$ cat src/mpc_pkg.sv
package mpc_pkg;
  localparam int ADDR_W = 8;
  localparam int DATA_W = 16;
  localparam int CNT_W = 15;
  localparam int NUM_CH = 6;
  localparam int NUM_PAIR = 3;
  localparam int NUM_FAULT = 6;
  localparam int DT_W = 8;
  // register offsets
  localparam logic [ADDR_W-1:0] OFS_CTRL = 8'h00;
  localparam logic [ADDR_W-1:0] OFS_LOAD = 8'h02;
  localparam logic [ADDR_W-1:0] OFS_FAULT = 8'h04;
  localparam logic [ADDR_W-1:0] OFS_OUTCTL = 8'h06;
  localparam logic [ADDR_W-1:0] OFS_SWOUT = 8'h08;
  localparam logic [ADDR_W-1:0] OFS_MASK = 8'h0a;
  localparam logic [ADDR_W-1:0] OFS_STATUS = 8'h0c;
  localparam logic [ADDR_W-1:0] OFS_DEADTIME = 8'h0e;
  localparam logic [ADDR_W-1:0] OFS_MOD0 = 8'h10;
  localparam logic [ADDR_W-1:0] OFS_ICCTL = 8'h1e;
  localparam logic [ADDR_W-1:0] OFS_VAL0 = 8'h20;
  localparam logic [ADDR_W-1:0] OFS_CNT0 = 8'h30;
  localparam logic [ADDR_W-1:0] OFS_STEP = 8'h02;
  // control register fields
  localparam int CTRL_EN = 0;
  localparam int CTRL_COMP = 1;
  localparam int CTRL_CENTER = 2;
  localparam int CTRL_CE = 3;
  localparam int CTRL_GSEL = 4;
  localparam int CTRL_IPOL = 7;
  localparam int CTRL_ISENS = 10;
  localparam logic [10:0] CTRL_RST = 11'h000;
  // correction control fields
  localparam int ICC_LSB = 0;
  localparam int PEC_LSB = 3;
  localparam logic [5:0] ICCTL_RST = 6'h00;
  // fault register: enables in [5:0], force levels in [13:8]
  localparam int FLT_LVL_LSB = 8;
  localparam logic [CNT_W-1:0] MOD_RST = 15'h00ff;
  localparam logic [DT_W-1:0] DT_RST = 8'h00;
endpackage

$ cat src/mpc_sync.sv
module mpc_sync #(
  parameter int WIDTH = 1
) (
  // clock and reset
  input wire logic CLOCK,
  input wire logic RESET,
  // asynchronous levels in, synchronised levels out
  input wire logic [WIDTH-1:0] d_async,
  input wire logic [WIDTH-1:0] rst_val,
  output logic [WIDTH-1:0] q_sync
);
  logic [WIDTH-1:0] meta_r;

  if (WIDTH < 1) begin : g_chk
    $error("mpc_sync width must be positive");
  end

  // two flops; the first is read only by the second
  always_ff @(posedge CLOCK) begin
    // both stages start at the idle level of their line, so no false change follows reset
    if (RESET) begin
      meta_r <= rst_val;
      q_sync <= rst_val;
    end else begin
      meta_r <= d_async;
      q_sync <= meta_r;
    end
  end
endmodule

$ cat src/mpc_timebase.sv
module mpc_timebase #(
  parameter int CNT_W = 15
) (
  // clock and reset
  input wire logic CLOCK,
  input wire logic RESET,
  // configuration
  input wire logic [CNT_W-1:0] modulus,
  input wire logic center,
  // time base state
  output logic [CNT_W-1:0] count_r,
  output logic down_r,
  output logic cycle_start_r
);
  if (CNT_W < 2) begin : g_chk
    $error("mpc_timebase counter too narrow");
  end

  // edge-aligned counts up and wraps; center-aligned counts up then down
  always_ff @(posedge CLOCK) begin
    if (RESET) begin
      count_r <= '0;
      down_r <= 1'b0;
      cycle_start_r <= 1'b0;
    end else if (!center) begin
      down_r <= 1'b0;
      cycle_start_r <= (count_r >= modulus);
      count_r <= (count_r >= modulus) ? '0 : count_r + 1'b1;
    end else if (!down_r) begin
      cycle_start_r <= 1'b0;
      if (count_r >= modulus) begin
        down_r <= 1'b1;
        count_r <= count_r - 1'b1;
      end else begin
        count_r <= count_r + 1'b1;
      end
    end else begin
      // bottom of the triangle opens a new load cycle
      cycle_start_r <= (count_r == '0);
      if (count_r == '0) begin
        down_r <= 1'b0;
        count_r <= count_r + 1'b1;
      end else begin
        count_r <= count_r - 1'b1;
      end
    end
  end
endmodule

$ cat src/mpc_motor_pwm.sv
module mpc_motor_pwm
  import mpc_pkg::*;
#(
  parameter int NUM_CH_P = mpc_pkg::NUM_CH
) (
  // clock and reset
  input wire logic CLOCK,
  input wire logic RESET,
  // register port
  input wire logic [mpc_pkg::ADDR_W-1:0] REG_ADDR,
  input wire logic [mpc_pkg::DATA_W-1:0] REG_WDATA,
  input wire logic REG_WR,
  input wire logic REG_RD,
  output logic [mpc_pkg::DATA_W-1:0] REG_RDATA,
  // fault and current status inputs
  input wire logic [mpc_pkg::NUM_FAULT-1:0] FAULT,
  input wire logic [mpc_pkg::NUM_PAIR-1:0] CURRENT_STATUS_N,
  // integration-level events
  input wire logic GLOBAL_LOAD_OK,
  input wire logic COMMUTATION_EVENT,
  // pwm channel outputs
  output logic [mpc_pkg::NUM_CH-1:0] PWM_OUT
);
  import mpc_pkg::*;

  if (NUM_CH_P != NUM_CH) begin : g_chk
    $error("mpc_motor_pwm supports exactly six channels");
  end

  // register field widths and the fault split, so the logic carries no bare field numbers
  localparam int CTRL_W = CTRL_ISENS + 1;
  localparam int FCFG_W = FLT_LVL_LSB + NUM_CH;
  localparam int ICCTL_W = PEC_LSB + NUM_PAIR;
  localparam int NUM_DIS = 4; // faults below this index blank, the rest force a level

  // every register must fit the data word of the register port
  if (FCFG_W > DATA_W || CNT_W > DATA_W) begin : g_chk_w
    $error("mpc_motor_pwm registers wider than the data word");
  end

  ////////////////////////////////////////////////////////////////////////////
  // input synchronisers
  localparam int SYNC_W = NUM_FAULT + NUM_PAIR + 2;
  logic [SYNC_W-1:0] sync_q;
  logic [NUM_FAULT-1:0] fault_s;
  logic [NUM_PAIR-1:0] cs_n_s;
  logic glb_ldok_s;
  logic event_s;
  logic event_d_r;
  logic event_pulse;

  // current status idles high, so its reset value is inverted in
  mpc_sync #(.WIDTH(SYNC_W)) u_sync (
    .CLOCK(CLOCK),
    .RESET(RESET),
    .d_async({COMMUTATION_EVENT, GLOBAL_LOAD_OK, CURRENT_STATUS_N, FAULT}),
    .rst_val({2'b00, {NUM_PAIR{1'b1}}, {NUM_FAULT{1'b0}}}),
    .q_sync(sync_q)
  );

  assign fault_s = sync_q[NUM_FAULT-1:0];
  assign cs_n_s = sync_q[NUM_FAULT +: NUM_PAIR];
  assign glb_ldok_s = sync_q[NUM_FAULT+NUM_PAIR];
  assign event_s = sync_q[NUM_FAULT+NUM_PAIR+1];

  // rising edge of the synchronised commutation event
  always_ff @(posedge CLOCK) begin
    if (RESET) begin
      event_d_r <= 1'b0;
    end else begin
      event_d_r <= event_s;
    end
  end
  assign event_pulse = event_s & ~event_d_r;

  ////////////////////////////////////////////////////////////////////////////
  // register storage
  logic [CTRL_W-1:0] ctrl_r;
  logic [NUM_PAIR-1:0] ldok_r;
  logic [FCFG_W-1:0] fault_cfg_r;
  logic [NUM_CH-1:0] outctl_buf_r, swout_buf_r, mask_buf_r;
  logic [NUM_CH-1:0] outctl_r, swout_r, mask_r;
  logic [DT_W-1:0] deadtime_r;
  logic [CNT_W-1:0] mod_r [NUM_PAIR];
  logic [CNT_W-1:0] val_buf_r [NUM_CH];
  logic [CNT_W-1:0] val_r [NUM_CH];
  logic [ICCTL_W-1:0] icctl_buf_r;
  logic [NUM_PAIR-1:0] icc_r, pec_r;

  // decode of one register slot in a group of equally spaced registers
  function automatic logic hit(input logic [ADDR_W-1:0] a, input logic [ADDR_W-1:0] base, input int idx);
    hit = (a == base + ADDR_W'(idx) * OFS_STEP);
  endfunction

  logic wr_ctrl, wr_load, wr_fault, wr_outctl, wr_swout, wr_mask, wr_dt, wr_icctl;
  assign wr_ctrl = REG_WR & (REG_ADDR == OFS_CTRL);
  assign wr_load = REG_WR & (REG_ADDR == OFS_LOAD);
  assign wr_fault = REG_WR & (REG_ADDR == OFS_FAULT);
  assign wr_outctl = REG_WR & (REG_ADDR == OFS_OUTCTL);
  assign wr_swout = REG_WR & (REG_ADDR == OFS_SWOUT);
  assign wr_mask = REG_WR & (REG_ADDR == OFS_MASK);
  assign wr_dt = REG_WR & (REG_ADDR == OFS_DEADTIME);
  assign wr_icctl = REG_WR & (REG_ADDR == OFS_ICCTL);

  // plain configuration registers
  always_ff @(posedge CLOCK) begin
    if (RESET) begin
      ctrl_r <= CTRL_RST;
      fault_cfg_r <= '0;
      deadtime_r <= DT_RST;
      icctl_buf_r <= ICCTL_RST;
    end else begin
      if (wr_ctrl) ctrl_r <= REG_WDATA[CTRL_W-1:0];
      if (wr_fault) fault_cfg_r <= REG_WDATA[FCFG_W-1:0];
      if (wr_dt) deadtime_r <= REG_WDATA[DT_W-1:0];
      if (wr_icctl) icctl_buf_r <= REG_WDATA[ICCTL_W-1:0];
    end
  end

  // modulus and value buffers
  always_ff @(posedge CLOCK) begin
    if (RESET) begin
      for (int p = 0; p < NUM_PAIR; p++) mod_r[p] <= MOD_RST;
      for (int c = 0; c < NUM_CH; c++) val_buf_r[c] <= '0;
    end else if (REG_WR) begin
      for (int p = 0; p < NUM_PAIR; p++) if (hit(REG_ADDR, OFS_MOD0, p)) mod_r[p] <= REG_WDATA[CNT_W-1:0];
      for (int c = 0; c < NUM_CH; c++) if (hit(REG_ADDR, OFS_VAL0, c)) val_buf_r[c] <= REG_WDATA[CNT_W-1:0];
    end
  end

  ////////////////////////////////////////////////////////////////////////////
  // time bases
  logic [CNT_W-1:0] cnt [NUM_PAIR];
  logic [NUM_PAIR-1:0] down, cyc_start;

  for (genvar p = 0; p < NUM_PAIR; p++) begin : g_tb
    mpc_timebase #(.CNT_W(CNT_W)) u_tb (
      .CLOCK(CLOCK),
      .RESET(RESET),
      .modulus(mod_r[p]),
      .center(ctrl_r[CTRL_CENTER]),
      .count_r(cnt[p]),
      .down_r(down[p]),
      .cycle_start_r(cyc_start[p])
    );
  end

  ////////////////////////////////////////////////////////////////////////////
  // load permits and buffered loads
  logic [NUM_PAIR-1:0] permit;
  assign permit = ldok_r | (ctrl_r[CTRL_GSEL +: NUM_PAIR] & {NUM_PAIR{glb_ldok_s}});

  // set wins over the clear made by the load itself
  always_ff @(posedge CLOCK) begin
    if (RESET) begin
      ldok_r <= '0;
    end else begin
      for (int p = 0; p < NUM_PAIR; p++) begin
        if (wr_load & REG_WDATA[p]) ldok_r[p] <= 1'b1;
        else if (cyc_start[p] & ldok_r[p]) ldok_r[p] <= 1'b0;
      end
    end
  end

  // correction source reloads every cycle; edge control and values wait for a permit
  always_ff @(posedge CLOCK) begin
    if (RESET) begin
      icc_r <= '0;
      pec_r <= '0;
      for (int c = 0; c < NUM_CH; c++) val_r[c] <= '0;
    end else begin
      for (int p = 0; p < NUM_PAIR; p++) begin
        if (cyc_start[p]) icc_r[p] <= icctl_buf_r[ICC_LSB+p];
        if (cyc_start[p] & permit[p]) begin
          pec_r[p] <= icctl_buf_r[PEC_LSB+p];
          val_r[2*p] <= val_buf_r[2*p];
          val_r[2*p+1] <= val_buf_r[2*p+1];
        end
      end
    end
  end

  // output control, software output and mask: direct or commutation-buffered
  always_ff @(posedge CLOCK) begin
    if (RESET) begin
      outctl_buf_r <= '0;
      swout_buf_r <= '0;
      mask_buf_r <= '0;
      outctl_r <= '0;
      swout_r <= '0;
      mask_r <= '0;
    end else begin
      if (wr_outctl) outctl_buf_r <= REG_WDATA[NUM_CH-1:0];
      if (wr_swout) swout_buf_r <= REG_WDATA[NUM_CH-1:0];
      if (wr_mask) mask_buf_r <= REG_WDATA[NUM_CH-1:0];
      if (!ctrl_r[CTRL_CE] || event_pulse) begin
        outctl_r <= outctl_buf_r;
        swout_r <= swout_buf_r;
        mask_r <= mask_buf_r;
      end
    end
  end

  ////////////////////////////////////////////////////////////////////////////
  // pulse generation per pair
  logic [NUM_PAIR-1:0] raw, raw_prev_r, corr_sel_r;
  logic [NUM_PAIR-1:0] dt_busy;
  logic [DT_W-1:0] dt_cnt_r [NUM_PAIR];
  logic [NUM_CH-1:0] gen;

  // value register choice and pulse for one pair
  always_comb begin
    for (int p = 0; p < NUM_PAIR; p++) begin
      logic use_odd;
      use_odd = 1'b0;
      if (pec_r[p]) begin
        // one value opens the pulse, the other closes it
        raw[p] = (cnt[p] >= val_r[2*p]) & (cnt[p] < val_r[2*p+1]);
      end else begin
        if (ctrl_r[CTRL_COMP] && ctrl_r[CTRL_ISENS]) begin
          use_odd = corr_sel_r[p];
        end else if (ctrl_r[CTRL_COMP] && ctrl_r[CTRL_CENTER]) begin
          use_odd = icc_r[p] ? ctrl_r[CTRL_IPOL+p] : down[p];
        end
        raw[p] = cnt[p] < (use_odd ? val_r[2*p+1] : val_r[2*p]);
      end
    end
  end

  // the switching cycle is already dead, else one switch turns on as the other turns off
  always_comb begin
    for (int p = 0; p < NUM_PAIR; p++) begin
      dt_busy[p] = ((raw[p] != raw_prev_r[p]) && (deadtime_r != '0)) || (dt_cnt_r[p] != '0);
    end
  end

  // deadtime insertion and sampling of the current status while it runs
  always_ff @(posedge CLOCK) begin
    if (RESET) begin
      raw_prev_r <= '0;
      corr_sel_r <= '0;
      for (int p = 0; p < NUM_PAIR; p++) dt_cnt_r[p] <= '0;
    end else begin
      raw_prev_r <= raw;
      for (int p = 0; p < NUM_PAIR; p++) begin
        // the counter holds one cycle less, since the switching cycle counts as dead
        if ((raw[p] != raw_prev_r[p]) && (deadtime_r != '0)) dt_cnt_r[p] <= deadtime_r - 1'b1;
        else if (dt_cnt_r[p] != '0) dt_cnt_r[p] <= dt_cnt_r[p] - 1'b1;
        // low status means current flows out: bottom correction
        if (dt_busy[p]) corr_sel_r[p] <= ~cs_n_s[p];
      end
    end
  end

  // complementary or independent channel waveforms
  always_comb begin
    for (int p = 0; p < NUM_PAIR; p++) begin
      if (ctrl_r[CTRL_COMP]) begin
        gen[2*p] = raw[p] & ~dt_busy[p];
        gen[2*p+1] = ~raw[p] & ~dt_busy[p];
      end else begin
        gen[2*p] = cnt[p] < val_r[2*p];
        gen[2*p+1] = cnt[p] < val_r[2*p+1];
      end
    end
  end

  ////////////////////////////////////////////////////////////////////////////
  // output stage: software override, mask, faults
  logic [NUM_CH-1:0] out_nxt;
  logic dis_fault, force_fault;

  // faults 0-3 shut outputs off; faults 4-5 drive the configured levels
  assign dis_fault = |(fault_s[NUM_DIS-1:0] & fault_cfg_r[NUM_DIS-1:0]);
  assign force_fault = |(fault_s[NUM_FAULT-1:NUM_DIS] & fault_cfg_r[NUM_FAULT-1:NUM_DIS]);

  always_comb begin
    out_nxt = (outctl_r & swout_r) | (~outctl_r & gen);
    out_nxt = out_nxt & ~mask_r;
    if (!ctrl_r[CTRL_EN]) out_nxt = '0;
    if (dis_fault) out_nxt = '0;
    if (force_fault) out_nxt = fault_cfg_r[FLT_LVL_LSB +: NUM_CH];
  end

  // registered outputs keep glitches from the gate drive
  always_ff @(posedge CLOCK) begin
    if (RESET) begin
      PWM_OUT <= '0;
    end else begin
      PWM_OUT <= out_nxt;
    end
  end

  ////////////////////////////////////////////////////////////////////////////
  // read path
  logic [DATA_W-1:0] rd_nxt;

  // buffers are returned, not the values in use
  always_comb begin
    rd_nxt = '0;
    case (REG_ADDR)
      OFS_CTRL: rd_nxt = DATA_W'(ctrl_r);
      OFS_LOAD: rd_nxt = DATA_W'(ldok_r);
      OFS_FAULT: rd_nxt = DATA_W'(fault_cfg_r);
      OFS_OUTCTL: rd_nxt = DATA_W'(outctl_buf_r);
      OFS_SWOUT: rd_nxt = DATA_W'(swout_buf_r);
      OFS_MASK: rd_nxt = DATA_W'(mask_buf_r);
      OFS_STATUS: rd_nxt = DATA_W'({down, cs_n_s, fault_s});
      OFS_DEADTIME: rd_nxt = DATA_W'(deadtime_r);
      OFS_ICCTL: rd_nxt = DATA_W'(icctl_buf_r);
      default: begin
        for (int p = 0; p < NUM_PAIR; p++) begin
          if (hit(REG_ADDR, OFS_MOD0, p)) rd_nxt = DATA_W'(mod_r[p]);
          if (hit(REG_ADDR, OFS_CNT0, p)) rd_nxt = DATA_W'(cnt[p]);
        end
        for (int c = 0; c < NUM_CH; c++) begin
          if (hit(REG_ADDR, OFS_VAL0, c)) rd_nxt = DATA_W'(val_buf_r[c]);
        end
      end
    endcase
  end

  // read data stand only in the cycle after the strobe
  always_ff @(posedge CLOCK) begin
    if (RESET) begin
      REG_RDATA <= '0;
    end else begin
      REG_RDATA <= REG_RD ? rd_nxt : '0;
    end
  end
endmodule

$ cat config.mk
export PLATFORM = sky130hd
export DESIGN_NAME = mpc_motor_pwm
export DESIGN_NICKNAME = d
export VERILOG_FILES = /design/src/mpc_pkg.sv /design/src/mpc_sync.sv /design/src/mpc_timebase.sv /design/src/mpc_motor_pwm.sv
export SDC_FILE = /design/constraint.sdc
export NUM_CORES = 1
export LEC_CHECK = 0
export BUFFER_PORTS_ARGS = -buffer_cell sky130_fd_sc_hd__clkbuf_2
export CORE_MARGIN = 1.5
export CORE_UTILIZATION = 50
export DETAILED_ROUTE_END_ITERATION = 16
export PLACE_DENSITY = 0.66
export SETUP_SLACK_MARGIN = 0.2
export SLEW_MARGIN = 5
export SYNTH_ARGS = -nofsm -noshare
export SYNTH_HDL_FRONTEND = slang
export SYNTH_SLANG_ARGS = --single-unit
$ cat constraint.sdc
create_clock -name CLOCK -period 7.45 [get_ports CLOCK]
set_input_delay 1.1175 -clock CLOCK [delete_from_list [all_inputs] [get_ports CLOCK]]
set_output_delay 1.1175 -clock CLOCK [all_outputs]
set_load 0.005 [all_outputs]
==> flow_metrics.env, run 1 <==
export IMPL_fin_skew_ns=0.0252
export IMPL_antenna_found_initial=3
export IMPL_clock_sinks=434
export IMPL_die_area_um2=49800
export IMPL_tns_ns=0
export IMPL_grt_pass1_wl_um=118000
export IMPL_port_buffers=58
export IMPL_synthSimpleGateAreaFrac=0.204
export IMPL_routedWlPerCell_um=24.5
export IMPL_synth_compound_area_frac=0.162
export IMPL_critPathSlowestCell="o21ai_2"
export IMPL_synth_top_family_by_area="simple AND/OR/NAND/NOR gates"
export IMPL_postCtsSetupBuffers=0
export IMPL_final_common_cell="nand2_1"
export IMPL_p_leak_nw=10.7
export IMPL_cts_hold_buf=0
export IMPL_netlist_area_um2=24200
export IMPL_cp_start_kind="flip-flop"
export IMPL_avgSynthCellArea_um2=9.47
export IMPL_slew_headroom=0.181
export IMPL_drc=0
export IMPL_coreArea_um2=47700
export IMPL_cts_resized=0
export IMPL_final_cell_mix="nand2_1, edfxtp_1, a21oi_1"
export IMPL_worst_path_max_fanout=29
export IMPL_yosys_warnings=0
export IMPL_fin_crit_sh=0.814
export IMPL_hp_start="u_sync.meta_r[8]"
export IMPL_r2r_start="ctrl_r[1]"
export IMPL_hp_class="reg -> reg"
export IMPL_power_density_nw_per_um2=219
export IMPL_tritoncts="built"
export IMPL_place_hpwl_um=57900
export IMPL_rsz0062_at_grt="no"
export IMPL_die_y_um=223
export IMPL_power_frac_seq=0.477
export IMPL_cp_cell_sequence="nand3b_1 > o21ai_2 > a21oi_1 > ha_1 > nand4_1 > or4_1 > a211oi_1 > nor4_1 > a21oi_1 > mux2i_1 > or3_1 > mux2_2 > nor2_1"
export IMPL_dp_cells=3153
export IMPL_async_reset_ff_frac=0
export IMPL_required_ns=7.91
export IMPL_finalPower_mw=5.85
export IMPL_crit_path_max_incr_delay_ns=1.01
export IMPL_grt_max_degree=69
export IMPL_drive_above_1_share=0.0804
export IMPL_via_per_inst=6.30
export IMPL_status="finished clean"
export IMPL_dominantRegCellSynth="edfxtp_1"
export IMPL_drtAntennaViolNets=0
export IMPL_synthXorXnorAreaFrac=0.0148
export IMPL_grt_total_usage=0.317
export IMPL_numCtsBuffers=46
export IMPL_dieWidth_um=223
export IMPL_worst_r2r_path_depth=13
export IMPL_max_freq_ghz=0.165
export IMPL_final_setup_viol_count=0
export IMPL_critical_path_top_delay_family="compound AO/OA/AOI/OAI gates"
export IMPL_place_gp_congestion=0.981
export IMPL_worstMarginPinSlew_ns=1.22
export IMPL_fin_ws_ns=1.39
export IMPL_utilization=0.560
export IMPL_ir_worst_vdd_mv=0.178
export IMPL_path_clk_slew_ns=0.06
export IMPL_rows=80
export IMPL_wl_um=79400
export IMPL_crit_cells=13
export IMPL_worstPathArrival_ns=6.52
export IMPL_min_period_ns=6.06
export IMPL_instances_no_fill=3240
export IMPL_critical_path_class="reg -> reg"
export IMPL_syn_to_final_growth_pct=10.4
export IMPL_clock_latency_ns=0.61
export IMPL_overflow=0
export IMPL_start_util=0.507
export IMPL_p_int_mw=4.33
export IMPL_ios=61
export IMPL_dp_worst_setup_slack_ns=1.56
export IMPL_ys_seq_elements=434
export IMPL_hold_ws_ns=0.413
export IMPL_p_sw_frac=0.260
export IMPL_cts_htree_levels=2
export IMPL_final_area_um2=26700
export IMPL_first_pass_iters=10
export IMPL_synth_nets=2781
export IMPL_placed_area_um2=25100
export IMPL_synth_seq_area_share=0.462
export IMPL_worst_setup_path_end_kind="flip-flop"
export IMPL_first_global_vias=19321
export IMPL_netlist_instances=2557
export IMPL_p_comb_frac=0.105
export IMPL_drtIter0Drc=2596
export IMPL_crit_path_start="ctrl_r[1]"
export IMPL_p_clk_frac=0.418
export IMPL_final_max_slew_viol_count=0
export IMPL_synthAdderAreaFrac=0.0956
export IMPL_reg2reg_slack_ns=1.39
export IMPL_power_switching_mw=1.52
export IMPL_crit_top_cell="a21oi_1"
export IMPL_vias=20424
export IMPL_synth_mux_area_frac=0.0141
export IMPL_layout_nets=2810
export IMPL_hold_depth=1
export IMPL_synth_edff_count=249
export IMPL_maxCapViolations=0
export IMPL_hold_viol=0
export IMPL_root_buffer="clkbuf_16"
export IMPL_cts_path_max_buffers=3
export IMPL_ys_types=88
export IMPL_crit_buf_inv=0
cell type report:
class	count	area, um^2
flip-flops and latches	434	11200
inverters	184	693
diodes	2	5.00
repair buffers	98	593
fillers	4181	21000
well taps	615	769
multi-input cells	1822	11900
clock buffers	61	1290
clock inverters	24	312
path summary, 6_finish.rpt:
path                                    endpoint
worst min register to register  u_sync.q_sync[8]
worst max-delay path              dt_cnt_r[1][1]
worst max register to register    dt_cnt_r[1][1]
worst min-delay path            u_sync.q_sync[8]
synth_stat cells (all sizes together), types with 8 or more instances:
| library cell | instances | area share |
|---|---|---|
| a31oi | 24 | 0.0062 |
| nand3 | 89 | 0.019 |
| nor2b | 27 | 0.0070 |
| nor3 | 54 | 0.011 |
| a22o | 13 | 0.0047 |
| or2 | 12 | 0.0031 |
| xnor2 | 23 | 0.0083 |
| dfxtp | 185 | 0.15 |
| a211o | 10 | 0.0036 |
| a22oi | 51 | 0.016 |
| or3 | 38 | 0.011 |
| ha | 185 | 0.096 |
| nor4 | 9 | 0.0023 |
| a21oi | 201 | 0.042 |
| inv | 183 | 0.028 |
| nor2 | 178 | 0.028 |
| nand4 | 35 | 0.0090 |
| nand2b | 20 | 0.0052 |
| and2 | 192 | 0.050 |
| edfxtp | 249 | 0.31 |
| a21o | 29 | 0.0090 |
| and3 | 31 | 0.0081 |
| buf | 13 | 0.0030 |
| a222oi | 26 | 0.011 |
| nand2 | 262 | 0.041 |
| a221oi | 34 | 0.013 |
| xor2 | 18 | 0.0065 |
| o21ai | 73 | 0.016 |
| a211oi | 32 | 0.0099 |
| mux2i | 28 | 0.012 |
| o22ai | 8 | 0.0021 |
| o211ai | 8 | 0.0025 |
| clkbuf | 104 | 0.017 |
logic make-up (layout without fill, tap and decap cells):
kind of cell               count (synthesis)  in the layout
xor gates and xnor gates                  41             41
other                                      1              3
and+or+nand+nor                          978            978
muxes                                     33             33
DFF                                      434            434
buffers and inverters                    301            367
AOI/OAI and AO/OA                        584            584
adders and majority gates                185            185
state kept, by name (all words and copies together), names as in the netlist, 8 cells and up:
name and cells:
mod_r 45, ctrl_r 11, fault_cfg_r 14, deadtime_r 8
u_sync.q_sync 11, g_tb.u_tb.count_r 45, val_buf_r 90, val_r 90
u_sync.meta_r 11, REG_RDATA 15, dt_cnt_r 24
power by group through the flow:
| stage | clock, mW | combinational [mW] | sequential [mW] |
|---|---|---|---|
| after global routing | 2.54 | 0.682 | 2.79 |
| after detailed placement | 0 | 0.601 | 2.83 |
| after global placement | 0 | 0.575 | 2.83 |
| after floorplan | 0 | 0.451 | 2.76 |
| after CTS | 2.46 | 0.606 | 2.78 |
| final | 2.44 | 0.615 | 2.79 |
metal layers:
layer,wire length (um),up-vias,global-route usage
met5,24,-,0
met4,4590,4,0.171
met3,8450,239,0.0715
met2,34300,1115,0.477
met1,32100,9712,0.425
li1,-,9354,-
Note: power is estimated with default switching activity, not from simulation.
==> run 2, diff against run 1 <==
Settings changed: PLACE_DENSITY 0.66 to 0.69.
Clock period 7.45 ns to 5.3 ns, I/O delays scaled along.
==> run 2 against run 1 <==
  * Clock power rose by 34%
  * Clock skew fell by 0.0078 ns
  * Register-to-register slack got worse by 0.75 ns
  * Worst hold slack got worse by 0.037 ns
  * Utilization rose by 0.13 points
  * Clock-buffer cell count rose by 6
  * Global-route usage fell by 0.087 points
  * Power rose by 38%
==> flow_metrics.env, run 2 (synthesis gave the netlist of run 1 again) <==
export IMPL_placed_area_um2=25300
export IMPL_overflow=0
export IMPL_cts_path_max_buffers=3
export IMPL_drc=0
export IMPL_p_leak_nw=10.8
export IMPL_cp_cell_sequence="nand3b_1 > o21ai_4 > buf_4 > mux2i_1 > ha_1 > nand4_1 > or2_2 > nor3_1 > o41ai_1 > a2bb2oi_1 > mux2i_2 > o41ai_1 > o21a_1 > o22ai_1"
export IMPL_routedWlPerCell_um=24.5
export IMPL_drive_above_1_share=0.0867
export IMPL_vias=20663
export IMPL_p_sw_frac=0.265
export IMPL_ios=61
export IMPL_cts_hold_buf=0
export IMPL_first_pass_iters=9
export IMPL_required_ns=5.64
export IMPL_grt_total_usage=0.316
export IMPL_die_area_um2=49800
export IMPL_wl_met2_um=34400
export IMPL_via_per_inst=6.35
export IMPL_final_max_slew_viol_count=0
export IMPL_grt_max_degree=75
export IMPL_fillers=4084
export IMPL_tritoncts="built"
export IMPL_critical_path_top_delay_family="compound AO/OA/AOI/OAI gates"
export IMPL_met3_length_um=8590
export IMPL_place_hpwl_um=58800
export IMPL_crit_path_max_incr_delay_ns=0.69
export IMPL_rows=80
export IMPL_reg2reg_slack_ns=0.63
export IMPL_worstHoldEndpoint="u_sync.meta_r[8]"
export IMPL_numCtsBuffers=46
export IMPL_clock_sinks=434
export IMPL_clock_latency_ns=0.60
export IMPL_final_setup_viol_count=0
export IMPL_hold_depth=2
export IMPL_worst_r2r_path_depth=14
export IMPL_fin_crit_sh=0.880
export IMPL_drtAntennaViolNets=0
export IMPL_finalPower_mw=8.06
export IMPL_crit_top_cell="o41ai_1"
export IMPL_first_global_vias=19473
export IMPL_r2r_start="ctrl_r[10]"
export IMPL_hp_start="CURRENT_STATUS_N[2]"
export IMPL_hold_viol=0
export IMPL_drt_met1_wl_um=32000
export IMPL_maxCapViolations=0
export IMPL_tns_ns=0
export IMPL_power_density_nw_per_um2=301
export IMPL_rsz0062_at_grt="no"
export IMPL_worstPathArrival_ns=5.01
export IMPL_final_area_um2=26800
export IMPL_critical_path_class="reg -> reg"
export IMPL_final_common_cell="nand2_1"
export IMPL_dieWidth_um=223
export IMPL_worstMarginPinSlew_ns=1.27
export IMPL_grt_pass1_wl_um=118000
export IMPL_die_y_um=223
export IMPL_min_period_ns=4.67
export IMPL_slew_headroom=0.148
export IMPL_wl_um=79700
export IMPL_final_cell_mix="nand2_1, edfxtp_1, a21oi_1"
export IMPL_hold_ws_ns=0.376
export IMPL_port_buffers=58
export IMPL_max_freq_ghz=0.214
export IMPL_power_frac_seq=0.484
export IMPL_utilization=0.561
export IMPL_root_buffer="clkbuf_16"
export IMPL_status="finished clean"
export IMPL_crit_buf_inv=1
export IMPL_path_clk_slew_ns=0.06
export IMPL_hp_class="in -> reg"
export IMPL_worst_setup_path_end_kind="flip-flop"
export IMPL_ir_worst_vdd_mv=0.294
export IMPL_critPathSlowestCell="a2bb2oi_1"
export IMPL_drtIter0Drc=2592
export IMPL_start_util=0.507
export IMPL_place_gp_congestion=0.964
export IMPL_fin_skew_ns=0.0174
export IMPL_cts_htree_levels=2
export IMPL_syn_to_final_growth_pct=10.6
export IMPL_r2r_end="dt_cnt_r[2][3]"
export IMPL_cp_start_kind="flip-flop"
export IMPL_p_comb_frac=0.110
export IMPL_p_clk_frac=0.406
export IMPL_reg_top3="val_buf_r (90), val_r (90)"
export IMPL_coreArea_um2=47700
export IMPL_postCtsSetupBuffers=0
export IMPL_maxUsedRoutingLayer="met5"
export IMPL_antenna_found_initial=3
export IMPL_layout_nets=2828
export IMPL_worst_path_max_fanout=8
export IMPL_power_switching_mw=2.14
export IMPL_p_int_mw=5.93
## run 2: cell count changes in the layout (fill, tap and decap cells not counted), moves of 2 or more
cell	before	now
clkbuf_1	9	11
clkinv_2	7	1
clkbuf_16	48	46
clkbuf_8	4	10
clkinv_1	7	5
bufinv_16	6	2
clkinvlp_4	2	5
buf_4	41	59
clkinv_4	0	2
## run 2: cell type report
cell class	count	area, um^2	area share
Timing Repair Buffer	116	728	0.0272
Tap cell	615	769	0.0287
Multi-Input combinational cell	1822	11900	0.444
Antenna cell	1	2.50	0.0000934
Inverter	184	693	0.0259
Clock buffer	67	1330	0.0496
Clock inverter	17	194	0.00724
Sequential cell	434	11200	0.417
## run 2: layer usage
layer | up-vias | global-route usage
li1 | 9390 | -
met1 | 9799 | 0.426
met2 | 1212 | 0.483
met3 | 258 | 0.0635
met4 | 4 | 0.164
met5 | - | 0
## run 2: timing repair
| item | in CTS | in global routing |
|---|---|---|
| setup endpoints to repair | 0 | 15 |
| resized for setup | 0 | 1 |
| hold endpoints to repair | 0 | 0 |
## run 2: metrics by stage
| stage | worst slack, ns | cells |
|---|---|---|
| 2_1_floorplan | 1.05 | 2557 |
| 3_3_place_gp | 0.785 | 3171 |
| 3_5_place_dp | 0.614 | 3171 |
| 4_1_cts | 0.570 | 3255 |
| 5_1_grt | 0.440 | 3255 |
| 6_report | 0.635 | 3256 |
## run 2: power groups by stage
| stage | Clock, mW | Sequential, mW | Combinational [mW] |
|---|---|---|---|
| after floorplan | 0 | 3.88 | 0.634 |
| final | 3.27 | 3.90 | 0.890 |
| after CTS | 3.27 | 3.89 | 0.874 |
| after global placement | 0 | 3.96 | 0.825 |
| after detailed placement | 0 | 3.97 | 0.868 |
| after global routing | 3.40 | 3.91 | 0.988 |
## run 2: worst register-to-register path: stages, from the launching register on
cell and delay [ns]:
dfxtp_1 0.37, nand3b_1 0.24, o21ai_4 0.40, buf_4 0.29, mux2i_1 0.09, ha_1 0.27, nand4_1 0.08, or2_2 0.30
nor3_1 0.19, o41ai_1 0.12, a2bb2oi_1 0.69, mux2i_2 0.26, o41ai_1 0.62, o21a_1 0.33, o22ai_1 0.15
## run 2: how the worst max path moves through the flow
stage	startpoint	endpoint	slack, ns	cells after the start
after floorplan	ctrl_r[2]	dt_cnt_r[1][4]	1.05	18
after global placement	ctrl_r[10]	dt_cnt_r[1][0]	0.78	13
after detailed placement	ctrl_r[10]	dt_cnt_r[1][4]	0.61	13
after CTS	ctrl_r[10]	dt_cnt_r[1][4]	0.57	13
after global routing	ctrl_r[10]	dt_cnt_r[2][0]	0.44	16
final	ctrl_r[10]	dt_cnt_r[2][3]	0.63	14
